**config.mk**
```make
export PLATFORM = sky130hd
export DESIGN_NAME = sp_serial_port
export DESIGN_NICKNAME = d
export VERILOG_FILES = /design/src/common/sp_pkg.sv /design/src/rtl/sp_serial_port.sv /design/src/rtl/sp_brg.sv /design/src/rtl/sp_addr_match.sv
export SDC_FILE = /design/constraint.sdc
export NUM_CORES = 1
export LEC_CHECK = 0
export ABC_AREA = 1
export BUFFER_PORTS_ARGS = -buffer_cell sky130_fd_sc_hd__buf_2
export CORE_MARGIN = 5
export CORE_UTILIZATION = 50
export CTS_CLUSTER_DIAMETER = 60
export DETAILED_ROUTE_END_ITERATION = 12
export PLACE_DENSITY = 0.75
export SYNTH_ARGS = -nofsm -noshare
export SYNTH_HDL_FRONTEND = slang
export SYNTH_SLANG_ARGS = --single-unit
```
**constraint.sdc**
```tcl
create_clock -name clock -period 2.2 [get_ports clock]
set_input_delay 0.44 -clock clock [delete_from_list [all_inputs] [get_ports clock]]
set_output_delay 0.44 -clock clock [all_outputs]
set_load 0.02 [all_outputs]
```
**src/common/sp_pkg.sv**
```systemverilog
// Notes on behaviour
// - stop-bit checking only in modes 1-3 with framing check select set
// - with checking on, an invalid stop bit sets the framing error flag
// - framing error flag sticky until cleared or reset; good frames keep it
// - with checking on, receive-done rises at the stop bit
// - multiproc enable filters command frames by address match
// - given or broadcast address match both count as addressed
// - mode 1 recognition uses stop as ninth bit; needs valid stop
// - multiproc enable has no effect in mode 0
// - given address is own address with mask zeros as don't care
// - broadcast is own OR mask; zero bits are don't care
// - own address and mask reset to zero, accepting any address
// - timer 1 overflow can time the serial bit rate
// - baud doubler doubles the generated baud rate
// - baud generator is 8-bit auto-reload, clock or clock/6
// - baud generator counts only while its run bit is set
// - mode 0: txd gives eight clocks, rxd carries data lsb first
// - buffer write in mode 0 starts a shift-out
// - each mode 0 clock is high then low; bit n in cycle n
// - after the eighth bit rxd goes high and transmit-done sets
// - mode 0 receive samples eight bits then sets receive-done
// - mode 0 rate is fixed or from the baud generator
// - mode 1 frame: start, eight data, stop
// - modes 2 and 3 frame: start, eight data, ninth bit, stop
package sp_pkg;
  localparam logic [1:0] MODE_SHIFT = 2'h0;
  localparam logic [1:0] MODE_8BIT = 2'h1;
  localparam logic [1:0] MODE_9FIXED = 2'h2;
  localparam int BRG_PRESCALE = 6;
  localparam int M0_FIXED_DIV = 6;
  localparam logic [7:0] BRG_TOP = 8'hff;
  localparam logic [7:0] ADDR_RESET = 8'h00;
  localparam logic [7:0] MASK_RESET = 8'h00;
  localparam logic [3:0] OVS_LAST = 4'hf;
  localparam logic [3:0] SAMPLE_POINT = 4'h7;
  localparam logic [3:0] DATA_LAST = 4'h7;
  localparam logic [3:0] FRAME_BITS_M1 = 4'ha;
  localparam logic [3:0] FRAME_BITS_M23 = 4'hb;
  typedef enum logic [2:0] {
    SP_RX_IDLE, SP_RX_START, SP_RX_DATA, SP_RX_NINTH, SP_RX_STOP
  } sp_rx_state_t;
endpackage

```
**src/rtl/sp_serial_port.sv**
```systemverilog
`timescale 1ns/1ps
module sp_serial_port #(
  parameter int M0_FIXED_DIV = sp_pkg::M0_FIXED_DIV
) (
  input wire logic clock,
  input wire logic nrst,
  input wire logic mode_select_hi,
  input wire logic mode_select_lo,
  input wire logic multiproc_enable,
  input wire logic receive_enable,
  input wire logic tx_ninth_bit,
  input wire logic framing_check_select,
  input wire logic baud_doubler,
  input wire logic brg_prescale_bypass,
  input wire logic baud_gen_run,
  input wire logic mode0_clock_source,
  input wire logic rx_clk_from_brg,
  input wire logic tx_clk_from_brg,
  input wire logic [7:0] brg_reload,
  input wire logic timer1_overflow,
  input wire logic address_write,
  input wire logic address_mask_write,
  input wire logic [7:0] address_wdata,
  input wire logic buffer_write,
  input wire logic [7:0] buffer_wdata,
  input wire logic transmit_done_clear,
  input wire logic receive_done_clear,
  input wire logic framing_error_clear,
  input wire logic rxd_in,
  output logic [7:0] serial_buffer,
  output logic rx_ninth_bit,
  output logic transmit_done_flag,
  output logic receive_done_flag,
  output logic framing_error_flag,
  output logic [7:0] own_address_reg,
  output logic [7:0] address_mask_reg,
  output logic tx_busy,
  output logic rx_busy,
  output logic txd_out,
  output logic rxd_out,
  output logic rxd_oe
);
  localparam logic [7:0] FD_LAST = 8'(M0_FIXED_DIV - 1);

  logic [1:0] mode;
  logic mode0;
  logic mode1;
  logic brg_ovf;
  logic addr_match;
  logic mp_on;
  // baud ticks
  logic tx_src, rx_src, tx_half, rx_half, tx_tick, rx_tick;
  logic m0_src, m0_half, m0_tick;
  logic [7:0] fixed_div;
  // mode 0 shifter
  logic m0_active, m0_is_rx, m0_clk, m0_last;
  logic [3:0] m0_cnt;
  logic [7:0] m0_shift;
  // async transmitter
  logic tx_run;
  logic [10:0] tx_shift;
  logic [3:0] tx_os, tx_bits, tx_frame_last;
  logic tx_end;
  // async receiver
  sp_pkg::sp_rx_state_t rx_st;
  logic [3:0] rx_os, rx_bits;
  logic [7:0] rx_shift, rx_byte;
  logic rxd_prev, rx_ninth_q, rx_loaded;
  logic rx_sample, last_data_evt, stop_evt, late;
  logic rx_evt, rx_rb8, rx_accept, fe_set;

  assign mode = {mode_select_hi, mode_select_lo};
  assign mode0 = mode == sp_pkg::MODE_SHIFT;
  assign mode1 = mode == sp_pkg::MODE_8BIT;
  assign mp_on = multiproc_enable & ~mode0;

  // ----------------------------------------
  // submodules
  // ----------------------------------------
  sp_brg u_brg (
    .clock(clock),
    .nrst(nrst),
    .run(baud_gen_run),
    .prescale_bypass(brg_prescale_bypass),
    .reload(brg_reload),
    .overflow(brg_ovf)
  );

  sp_addr_match u_match (
    .addr_byte(rx_byte),
    .own_address(own_address_reg),
    .address_mask(address_mask_reg),
    .match(addr_match)
  );

  // ----------------------------------------
  // address registers
  // ----------------------------------------
  // reset to zero
  always_ff @(posedge clock or negedge nrst) begin
    if (!nrst) begin
      own_address_reg <= sp_pkg::ADDR_RESET;
      address_mask_reg <= sp_pkg::MASK_RESET;
    end else begin
      if (address_write) begin
        own_address_reg <= address_wdata;
      end
      if (address_mask_write) begin
        address_mask_reg <= address_wdata;
      end
    end
  end

  // ----------------------------------------
  // baud tick generation
  // ----------------------------------------
  // every clock in mode 2, else timer 1 or generator source
  always_comb begin
    if (mode == sp_pkg::MODE_9FIXED) begin
      tx_src = 1'b1;
      rx_src = 1'b1;
    end else begin
      tx_src = tx_clk_from_brg ? brg_ovf : timer1_overflow;
      rx_src = rx_clk_from_brg ? brg_ovf : timer1_overflow;
    end
  end

  assign tx_tick = tx_src & (baud_doubler | tx_half);
  assign rx_tick = rx_src & (baud_doubler | rx_half);
  assign m0_src = mode0_clock_source ? brg_ovf : (fixed_div == FD_LAST);
  assign m0_tick = m0_src & (baud_doubler | m0_half);

  // halving toggles and fixed divider
  always_ff @(posedge clock or negedge nrst) begin
    if (!nrst) begin
      tx_half <= 1'b0;
      rx_half <= 1'b0;
      m0_half <= 1'b0;
      fixed_div <= 8'h00;
    end else begin
      if (tx_src) begin
        tx_half <= ~tx_half;
      end
      if (rx_src) begin
        rx_half <= ~rx_half;
      end
      if (m0_src) begin
        m0_half <= ~m0_half;
      end
      fixed_div <= (fixed_div == FD_LAST) ? 8'h00 : fixed_div + 8'h01;
    end
  end

  // ----------------------------------------
  // mode 0 shifter
  // ----------------------------------------
  assign m0_last = m0_active & m0_tick & ~m0_clk &
                   (m0_cnt == sp_pkg::DATA_LAST);

  // clock on txd, data on rxd
  always_ff @(posedge clock or negedge nrst) begin
    if (!nrst) begin
      m0_active <= 1'b0;
      m0_is_rx <= 1'b0;
      m0_clk <= 1'b1;
      m0_cnt <= 4'h0;
      m0_shift <= 8'h00;
      rxd_out <= 1'b1;
    end else if (!m0_active) begin
      m0_clk <= 1'b1;
      if (mode0 && buffer_write) begin
        m0_active <= 1'b1;
        m0_is_rx <= 1'b0;
        m0_cnt <= 4'h0;
        m0_shift <= buffer_wdata;
        rxd_out <= buffer_wdata[0];
      end else if (mode0 && receive_enable && !receive_done_flag) begin
        m0_active <= 1'b1;
        m0_is_rx <= 1'b1;
        m0_cnt <= 4'h0;
      end
    end else if (m0_tick) begin
      if (m0_clk) begin
        m0_clk <= 1'b0;
      end else begin
        m0_clk <= 1'b1;
        if (m0_is_rx) begin
          m0_shift <= {rxd_in, m0_shift[7:1]};
        end else begin
          m0_shift <= {1'b0, m0_shift[7:1]};
        end
        if (m0_cnt == sp_pkg::DATA_LAST) begin
          m0_active <= 1'b0;
          rxd_out <= 1'b1;
        end else begin
          m0_cnt <= m0_cnt + 4'h1;
          rxd_out <= m0_is_rx ? 1'b1 : m0_shift[1];
        end
      end
    end
  end

  // ----------------------------------------
  // async transmitter
  // ----------------------------------------
  // ten-bit frame in mode 1
  assign tx_frame_last = mode1 ? sp_pkg::FRAME_BITS_M1 - 4'h1
                               : sp_pkg::FRAME_BITS_M23 - 4'h1;
  assign tx_end = tx_run & tx_tick & (tx_os == sp_pkg::OVS_LAST) &
                  (tx_bits == tx_frame_last);

  // frame shift-out
  always_ff @(posedge clock or negedge nrst) begin
    if (!nrst) begin
      tx_run <= 1'b0;
      tx_shift <= '1;
      tx_os <= 4'h0;
      tx_bits <= 4'h0;
    end else if (!tx_run) begin
      if (!mode0 && buffer_write) begin
        tx_run <= 1'b1;
        tx_shift <= {1'b1, mode1 | tx_ninth_bit, buffer_wdata, 1'b0};
        tx_os <= 4'h0;
        tx_bits <= 4'h0;
      end
    end else if (tx_tick) begin
      tx_os <= tx_os + 4'h1;
      if (tx_os == sp_pkg::OVS_LAST) begin
        tx_shift <= {1'b1, tx_shift[10:1]};
        if (tx_bits == tx_frame_last) begin
          tx_run <= 1'b0;
        end else begin
          tx_bits <= tx_bits + 4'h1;
        end
      end
    end
  end

  // ----------------------------------------
  // async receiver
  // ----------------------------------------
  assign rx_sample = rx_tick & (rx_os == sp_pkg::SAMPLE_POINT);
  assign last_data_evt = rx_sample &
    (((rx_st == sp_pkg::SP_RX_DATA) & (rx_bits == sp_pkg::DATA_LAST) & mode1)
     | (rx_st == sp_pkg::SP_RX_NINTH));
  assign stop_evt = rx_sample & (rx_st == sp_pkg::SP_RX_STOP);
  assign late = framing_check_select | (mode1 & mp_on);
  assign rx_evt = late ? stop_evt : last_data_evt;
  assign rx_byte = (rx_st == sp_pkg::SP_RX_DATA)
                 ? {rxd_in, rx_shift[7:1]} : rx_shift;
  // stop as ninth in mode 1
  assign rx_rb8 = ((rx_st == sp_pkg::SP_RX_STOP) & mode1) |
                  (rx_st == sp_pkg::SP_RX_NINTH) ? rxd_in : rx_ninth_q;
  assign rx_accept = rx_evt & ~receive_done_flag &
                     (~mp_on | (rx_rb8 & addr_match));
  assign fe_set = stop_evt & framing_check_select & ~rxd_in;

  // receive state machine
  always_ff @(posedge clock or negedge nrst) begin
    if (!nrst) begin
      rx_st <= sp_pkg::SP_RX_IDLE;
      rx_os <= 4'h0;
      rx_bits <= 4'h0;
      rx_shift <= 8'h00;
      rx_ninth_q <= 1'b0;
      rxd_prev <= 1'b1;
    end else begin
      rxd_prev <= rxd_in;
      if (rx_tick && rx_st != sp_pkg::SP_RX_IDLE) begin
        rx_os <= rx_os + 4'h1;
      end
      case (rx_st)
        sp_pkg::SP_RX_IDLE: begin
          if (receive_enable && !mode0 && rxd_prev && !rxd_in) begin
            rx_st <= sp_pkg::SP_RX_START;
            rx_os <= 4'h0;
          end
        end
        sp_pkg::SP_RX_START: begin
          if (rx_sample) begin
            rx_st <= rxd_in ? sp_pkg::SP_RX_IDLE : sp_pkg::SP_RX_DATA;
            rx_bits <= 4'h0;
          end
        end
        sp_pkg::SP_RX_DATA: begin
          if (rx_sample) begin
            rx_shift <= {rxd_in, rx_shift[7:1]};
            if (rx_bits != sp_pkg::DATA_LAST) begin
              rx_bits <= rx_bits + 4'h1;
            end else if (mode1) begin
              rx_st <= sp_pkg::SP_RX_STOP;
            end else begin
              rx_st <= sp_pkg::SP_RX_NINTH;
            end
          end
        end
        sp_pkg::SP_RX_NINTH: begin
          if (rx_sample) begin
            rx_ninth_q <= rxd_in;
            rx_st <= sp_pkg::SP_RX_STOP;
          end
        end
        sp_pkg::SP_RX_STOP: begin
          if (rx_sample) begin
            rx_st <= sp_pkg::SP_RX_IDLE;
          end
        end
        default: rx_st <= sp_pkg::SP_RX_IDLE;
      endcase
    end
  end

  // ----------------------------------------
  // receive buffer
  // ----------------------------------------
  // loads from either receive path
  always_ff @(posedge clock or negedge nrst) begin
    if (!nrst) begin
      serial_buffer <= 8'h00;
      rx_ninth_bit <= 1'b0;
      rx_loaded <= 1'b0;
    end else if (m0_last && m0_is_rx) begin
      serial_buffer <= {rxd_in, m0_shift[7:1]};
    end else if (rx_accept) begin
      serial_buffer <= rx_byte;
      rx_ninth_bit <= rx_rb8;
      rx_loaded <= mode1 & ~stop_evt;
    end else if (stop_evt) begin
      // mode 1 early load takes stop later
      if (rx_loaded) begin
        rx_ninth_bit <= rxd_in;
      end
      rx_loaded <= 1'b0;
    end
  end

  // ----------------------------------------
  // status flags, set beats clear
  // ----------------------------------------
  always_ff @(posedge clock or negedge nrst) begin
    if (!nrst) begin
      transmit_done_flag <= 1'b0;
      receive_done_flag <= 1'b0;
      framing_error_flag <= 1'b0;
    end else begin
      transmit_done_flag <= (m0_last & ~m0_is_rx) | tx_end |
                            (transmit_done_flag & ~transmit_done_clear);
      receive_done_flag <= (m0_last & m0_is_rx) | rx_accept |
                           (receive_done_flag & ~receive_done_clear);
      framing_error_flag <= fe_set |
                            (framing_error_flag & ~framing_error_clear);
    end
  end

  // ----------------------------------------
  // pins and status
  // ----------------------------------------
  assign txd_out = mode0 ? m0_clk : tx_shift[0];
  assign rxd_oe = mode0 & ~(m0_active & m0_is_rx);
  assign tx_busy = tx_run | (m0_active & ~m0_is_rx);
  assign rx_busy = (rx_st != sp_pkg::SP_RX_IDLE) | (m0_active & m0_is_rx);
endmodule

```
**src/rtl/sp_brg.sv**
```systemverilog
`timescale 1ns/1ps
module sp_brg #(
  parameter int PRESCALE = sp_pkg::BRG_PRESCALE
) (
  input wire logic clock,
  input wire logic nrst,
  input wire logic run,
  input wire logic prescale_bypass,
  input wire logic [7:0] reload,
  output logic overflow
);
  localparam logic [2:0] PS_LAST = 3'(PRESCALE - 1);
  logic [2:0] prescale;
  logic [7:0] count;
  logic step;

  // ----------------------------------------
  // input clock: direct or divided
  // ----------------------------------------
  // prescale select
  assign step = prescale_bypass | (prescale == PS_LAST);

  // prescaler free runs
  always_ff @(posedge clock or negedge nrst) begin
    if (!nrst) begin
      prescale <= 3'h0;
    end else if (prescale == PS_LAST) begin
      prescale <= 3'h0;
    end else begin
      prescale <= prescale + 3'h1;
    end
  end

  // ----------------------------------------
  // auto-reload counter
  // ----------------------------------------
  // gated by run
  always_ff @(posedge clock or negedge nrst) begin
    if (!nrst) begin
      count <= 8'h00;
      overflow <= 1'b0;
    end else begin
      overflow <= 1'b0;
      if (run && step) begin
        if (count == sp_pkg::BRG_TOP) begin
          count <= reload;
          overflow <= 1'b1;
        end else begin
          count <= count + 8'h01;
        end
      end
    end
  end
endmodule

```
**src/rtl/sp_addr_match.sv**
```systemverilog
`timescale 1ns/1ps
module sp_addr_match (
  input wire logic [7:0] addr_byte,
  input wire logic [7:0] own_address,
  input wire logic [7:0] address_mask,
  output logic match
);
  logic [7:0] bcast;
  logic given_hit;
  logic bcast_hit;

  // ----------------------------------------
  // bitwise compare with don't cares
  // ----------------------------------------
  // mask zeros ignored
  assign given_hit = ((addr_byte ^ own_address) & address_mask) == 8'h00;
  assign bcast = own_address | address_mask;
  assign bcast_hit = ((addr_byte ^ bcast) & bcast) == 8'h00;
  assign match = given_hit | bcast_hit;
endmodule

```
==> flow_summary.toml, run 1 <==
[synth]
synth.area.mux_share_pct = 1.814
syn_area_mm2 = 0.005587
synth-adder-area-share_pct = 1.792
synth_top_area_share_pct = 42.11
ys.flop_type = "dfrtp_1"
synth_common_cells = "nand2_1, dfrtp_1, inv_1"
yosysWarnings = 0
synth-edff-count = 0
ys_types = 48
synth_top_family_by_area = "simple AND/OR/NAND/NOR gates"
seq_area_frac_synth_pct = 48.22
synth-simple-area-share_pct = 23.87
syn_inst = 683
synth_nets = 737
syn_avg_cell_area_um2 = 8.180
yosysTopAreaCell = "dfrtp_1"
synth.most_common_cell = "nand2_1"
synth_compound_area_share_pct = 14.60
synth_async_sr_flop_share_pct = 100.0
yosys-top-cells-area = "dfrtp_1, nand2_1, dfstp_2"
ys_ff_latch = 107
synth_xor_area_share_pct = 1.568

[finish]
multi_input_area_mm2 = 0.002550
fillerInstances = 943
regMostFlops = "tx_shift"
largest_register_ffs = 10
nNetsFinal = 861
area_growth_pct = 21.63
layoutNonFillerInstCount = 952
drive_gt1_share_pct = 26.60
seqCellArea_mm2 = 0.002698
antenna_cells = 0

[clock_network]
cts_buffers = 9
clk_latency_ns = 0.39
clockRootBuffer = "clkbuf_8"
cts.clk_slew.worst_paths_ns = 0.09
cts_tree = "built"
clkSinkCount = 107
clockBufferDepth = 2
htree_levels = 3

[floorplanning]
coreArea_mm2 = 0.01089
die-width_um = 115.7
initial_core_util_pct = 51.31
rows = 38
pin_count = 79
die_y_um = 115.7
die_area_mm2 = 0.01339

[critical_path]
cpMaxStageDelayCell = "dfrtp_2"
reg2reg_depth = 17
crit_cells = 17
rrSetupSlack_ns = 0.03
cp_slowest_stage_delay_ns = 0.46
critPathMaxFanout = 7
endpoint_kind = "flip-flop"
path_cells = "inv_4 -> nand3_4 -> buf_12 -> nand2_1 -> nand2_1 -> o21ai_1 -> nand2_1 -> nor2_1 -> nand2_1 -> nand2_1 -> nand2_2 -> nand2_4 -> nand2_8 -> nand2_1 -> nand2_1 -> nand3_1 -> nand2_1"
rr_startpoint = "rx_st[2]$_DFFE_PN0P_"
cp.buffers_inverters = 2
rr_endpoint = "rx_ninth_bit$_DFFE_PN0P_"
cp_top_family = "simple AND/OR/NAND/NOR gates"
arrival_ns = 2.44
startpoint_type = "flip-flop"
crit_required_ns = 2.47
crit_top_cell = "nand2_1"
path_class = "flip-flop to flip-flop"

[timing]
max_freq_mhz = 461.9
final.setup_skew_ns = 0.01352
tightestPinTransition_ns = 0.6056
period_share_pct = 98.41
slew_headroom_pct = 59.63
hold_viol = 0
setup_viol = 0
slew_violations = 0
period_needed_ns = 2.165
fin_tns_setup_ns = 0
rsz0062_at_grt = "true"

[drt]
first_pass_iters = 5
vias = 5101
drt-total-wl_mm = 13.91
drtIter0Drc = 475
wl_per_cell_um = 14.62
drtAntennaViolNets = 0
drc = 0
vias_per_cell = 5.358

[power_and_ir_drop]
powerDensity_mw_per_mm2 = 1114
vdd_drop_max_v = 0.0006001
p_leak_nw = 3.351

[run]
drv_cap = 0

[global_routing]
grt_max_degree = 45
grt_pass1_wl_mm = 21.91
antenna_found_initial = 0
grt.total_usage_pct = 20.74
first_global_vias = 4803
grt_overflow = 0

[place]
post-dp-hpwl_mm = 10.16
gp_congestion = 0.9446
dp_cells = 909
port-buffer-count = 78

[status]
status = "completed"

[min_path]
hold_class = "input pin to asynchronous set/reset pin"
-- area by class of cell --
| cell class | instances | area share, % |
|---|---|---|
| clock buffers | 15 | 2.596 |
| clock inverters | 1 | 0.1105 |
| inverters | 95 | 5.377 |
| multi-input cells | 467 | 37.53 |
| flip-flops and latches | 107 | 39.70 |
| well taps | 140 | 2.578 |
| repair buffers | 127 | 12.12 |
-- worst max path at each step --
stage | slack, ns | endpoint | from
after global placement | 0.07 | serial_buffer[1]$_DFFE_PN0P_ | rx_st[1]$_DFFE_PN0P_
after detailed placement | -0.03 | serial_buffer[6]$_DFFE_PN0P_ | rx_st[1]$_DFFE_PN0P_
after CTS | 0.04 | tx_busy | m0_active$_DFF_PN0_
after floorplan | 0.18 | serial_buffer[4]$_DFFE_PN0P_ | fixed_div[1]$_DFF_PN0_
final | 0.03 | rx_ninth_bit$_DFFE_PN0P_ | rx_st[2]$_DFFE_PN0P_
after global routing | -0.09 | rx_ninth_bit$_DFFE_PN0P_ | rx_st[2]$_DFFE_PN0P_
-- cell families after synthesis --
family | after synthesis
buf+inv | 111
mux | 9
simple gates | 302
flops | 107
compound gates | 136
xor+xnor | 10
fa+ha+maj | 8
-- cells in the final DEF, fill, tap and decap left out, types with 7 or more instances in the layout --
cell type  netlist  routed
nand2_2          2       7
a31oi_1         16      16
mux2_2           9       9
xor2_1           9       9
o21ai_0         62      61
clkbuf_8         0      12
nor3_1          10       8
nor2_1          52      49
nand3_1         44      43
nand4_1          9       9
nor2_2           6       9
dfstp_2         13      13
dfrtp_1         94      91
nand2_1        163     156
a21oi_1         24      23
buf_2            3      77
buf_4            1      44
inv_1           89      87
ha_1             8       8
-- worst reg2reg max path, stage by stage, from the launching register on --
cell     delay (ns)
dfrtp_2        0.46
inv_4          0.10
nand3_4        0.13
buf_12         0.17
nand2_1        0.10
nand2_1        0.09
o21ai_1        0.08
nand2_1        0.06
nor2_1         0.15
nand2_1        0.07
nand2_1        0.08
nand2_2        0.06
nand2_4        0.13
nand2_8        0.09
nand2_1        0.08
nand2_1        0.07
nand3_1        0.10
nand2_1        0.05
-- metrics by stage --
stage / power (mW) / util [%] / setup WS (ns) / hold WS (ns) / area (um2)
after floorplan: 5.176 / - / 0.1779 / 0.1444 / 5587
after global placement: 5.837 / 57.52 / 0.07071 / 0.4464 / 6262
after detailed placement: 5.976 / 57.52 / -0.03320 / 0.4481 / 6262
after CTS: 7.226 / 59.74 / 0.04498 / 0.05894 / 6505
after global routing: 8.145 / 62.41 / -0.08586 / 0.08731 / 6795
final: 7.568 / 62.41 / 0.03497 / 0.04657 / 6795
-- repair_timing --
| action | 4_1_cts | 5_1_grt |
|---|---|---|
| pin swaps | 2 | 11 |
| cloned | 0 | 3 |
| buffers inserted | 6 | 18 |
| hold endpoints to repair | 0 | 0 |
| endpoints found under the setup margin | 8 | 23 |
| resized for setup | 1 | 31 |
| hold buffers | 0 | 0 |
-- metal layers --
layer  track usage (%)  vias up  share of wire [%]
li1                  -     2494                  -
met2             35.88      129                 51
met5                 0        -                  0
met4             4.872        0                1.2
met1             26.17     2463                 42
met3             5.535       15                5.5
-- power breakdown --
group	total [mW]	switching, mW	leakage, nW	internal, mW
Sequential	3.23	0.528	1.23	2.71
Clock	1.14	0.632	0.0900	0.507
Combinational	3.20	1.88	2.03	1.32
Total	7.57	3.04	3.35	4.53
Power figures use the tool's default switching activity.
==> run 2: changes to the inputs <==
--- a/config.mk
+++ b/config.mk
@@ -11,7 +11,9 @@
 export CORE_UTILIZATION = 50
 export CTS_CLUSTER_DIAMETER = 60
 export DETAILED_ROUTE_END_ITERATION = 12
+export MAX_ROUTING_LAYER = met4
 export PLACE_DENSITY = 0.75
+export SETUP_SLACK_MARGIN = 0.5
 export SYNTH_ARGS = -nofsm -noshare
 export SYNTH_HDL_FRONTEND = slang
 export SYNTH_SLANG_ARGS = --single-unit
==> flow_summary.toml, run 2 (synthesis gave the netlist of run 1 again) <==
[global_routing]
antenna_found_initial = 0
top_usage_layer = "met2"
met3_usage_pct = 5.065
first_global_vias = 5240
grt_pass1_wl_mm = 24.78
gr-usage-met2_pct = 39.51
grt_overflow = 0
grt.total_usage_pct = 24.03
grt_max_degree = 57
use_met1_pct = 30.02

[critical_path]
path_cells = "buf_4 -> nand3_4 -> nand2_1 -> nand2_1 -> o21ai_1 -> nand2_1 -> nor2_1 -> nand2_1 -> nand2_1 -> nand2_2 -> nand2_4 -> nand2_8 -> nand2_4 -> nand3_2 -> nand2_1 -> nand2_1"
startpoint_type = "flip-flop"
crit_top_cell = "nand2_1"
cp_top_family = "simple AND/OR/NAND/NOR gates"
path_class = "flip-flop to flip-flop"
arrival_ns = 2.46
cp-startpoint = "rx_st[1]$_DFFE_PN0P_"
cpMaxStageDelayCell = "dfrtp_2"
critPathMaxFanout = 8
rr_startpoint = "rx_st[1]$_DFFE_PN0P_"
cp.buffers_inverters = 1
endpoint_kind = "flip-flop"
crit_required_ns = 2.50
cp_slowest_stage_delay_ns = 0.46

[timing]
slew_violations = 0
setup_viol = 0
period_needed_ns = 2.163
final.setup_skew_ns = 0.01191
max_freq_mhz = 462.4
slew_headroom_pct = 69.95
hold_viol = 0
rsz0062_at_grt = "true"
tightestPinTransition_ns = 0.4508
hold_ws_ns = 0.2185
period_share_pct = 98.31

[floorplanning]
coreArea_mm2 = 0.01089
die_area_mm2 = 0.01339
die-width_um = 115.7
rows = 38
die_y_um = 115.7
initial_core_util_pct = 51.31
pin_count = 79

[min_path]
hold_start = "framing_error_clear"
hold_class = "input pin to flip-flop"

[drt]
wl_per_cell_um = 16.42
drtIter0Drc = 512
first_pass_iters = 5
drt-total-wl_mm = 16.49
drtAntennaViolNets = 0
vias = 5471
drc = 0
vias_per_cell = 5.449

[place]
gp_congestion = 0.8846
post-dp-hpwl_mm = 10.10
dp_cells = 906
port-buffer-count = 78

[finish]
drive_gt1_share_pct = 42.71
area_growth_pct = 39.04
regMostFlops = "tx_shift"
largest_register_ffs = 10
final_cell_mix = "nand2_1, dfrtp_1, inv_1"
nNetsFinal = 913
finish.utilization_pct = 71.34
layoutNonFillerInstCount = 1004
seqCellArea_mm2 = 0.002701
final_common_cell = "nand2_1"
multi_input_area_mm2 = 0.003004
antenna_cells = 0
fillerInstances = 805

[clock_network]
cts_tree = "built"
clkSinkCount = 107
clockBufferDepth = 2
cts_buffers = 9
clockRootBuffer = "clkbuf_8"
cts.clk_slew.worst_paths_ns = 0.10
htree_levels = 3
clk_latency_ns = 0.39

[run]
drv_cap = 0

[power_and_ir_drop]
p_leak_nw = 3.725
finalPower_mw = 8.839
vdd_drop_max_v = 0.0006470
powerDensity_mw_per_mm2 = 1138

[status]
status = "completed"
==> run 2: what timing repair did <==
item / in CTS / in global routing
buffers inserted: 49 / 24
setup endpoints to repair: 50 / 64
endpoints found under the hold margin: 5 / 0
resized for setup: 88 / 108
gates cloned: 5 / 3
pin swaps: 24 / 37
hold buffers: 1 / 0
==> run 2: area by class of cell <==
class                           instances  area share (%)
Clock buffer                           12           1.869
Clock inverter                          4          0.6443
Inverter                               95           4.945
Multi-Input combinational cell        469           38.68
Sequential cell                       107           34.78
Tap cell                              140           2.255
Timing Repair Buffer                  177           16.83
==> run 2: metal layers <==
metal  vias to the layer above  routed length [um]
li1                       2606                   -
met2                       193                8592
met3                        45                 802
met4                         0                 446
met5                         -                   0
met1                      2627                6646
==> run 2: final timing paths <==
check	depth (start not counted)	end	slack (ns)
worst min-delay path	2	framing_error_flag$_DFF_PN0_	0.22
worst min register to register	1	u_brg.prescale[0]$_DFF_PN0_	0.46
worst max register to register	16	rx_ninth_bit$_DFFE_PN0P_	0.04
max in group asynchronous	3	rxd_prev$_DFF_PN1_	0.99
worst max-delay path	16	rx_ninth_bit$_DFFE_PN0P_	0.04
min in group asynchronous	2	m0_active$_DFF_PN0_	0.54
==> run 2: metrics by stage <==
step	worst slack, ns	instance area [um2]	setup TNS [ns]
after floorplan	0.3132	5660	0
after global placement	0.09724	6289	0
after detailed placement	-0.01585	6289	-0.02792
after CTS	0.2038	7196	0
after global routing	-0.08092	7767	-0.3570
final	0.03717	7767	0
==> run 2: power breakdown <==
group	internal, mW	switching [mW]
clock network	0.557	0.690
registers	2.71	0.604
logic	1.89	2.39
total	5.15	3.69
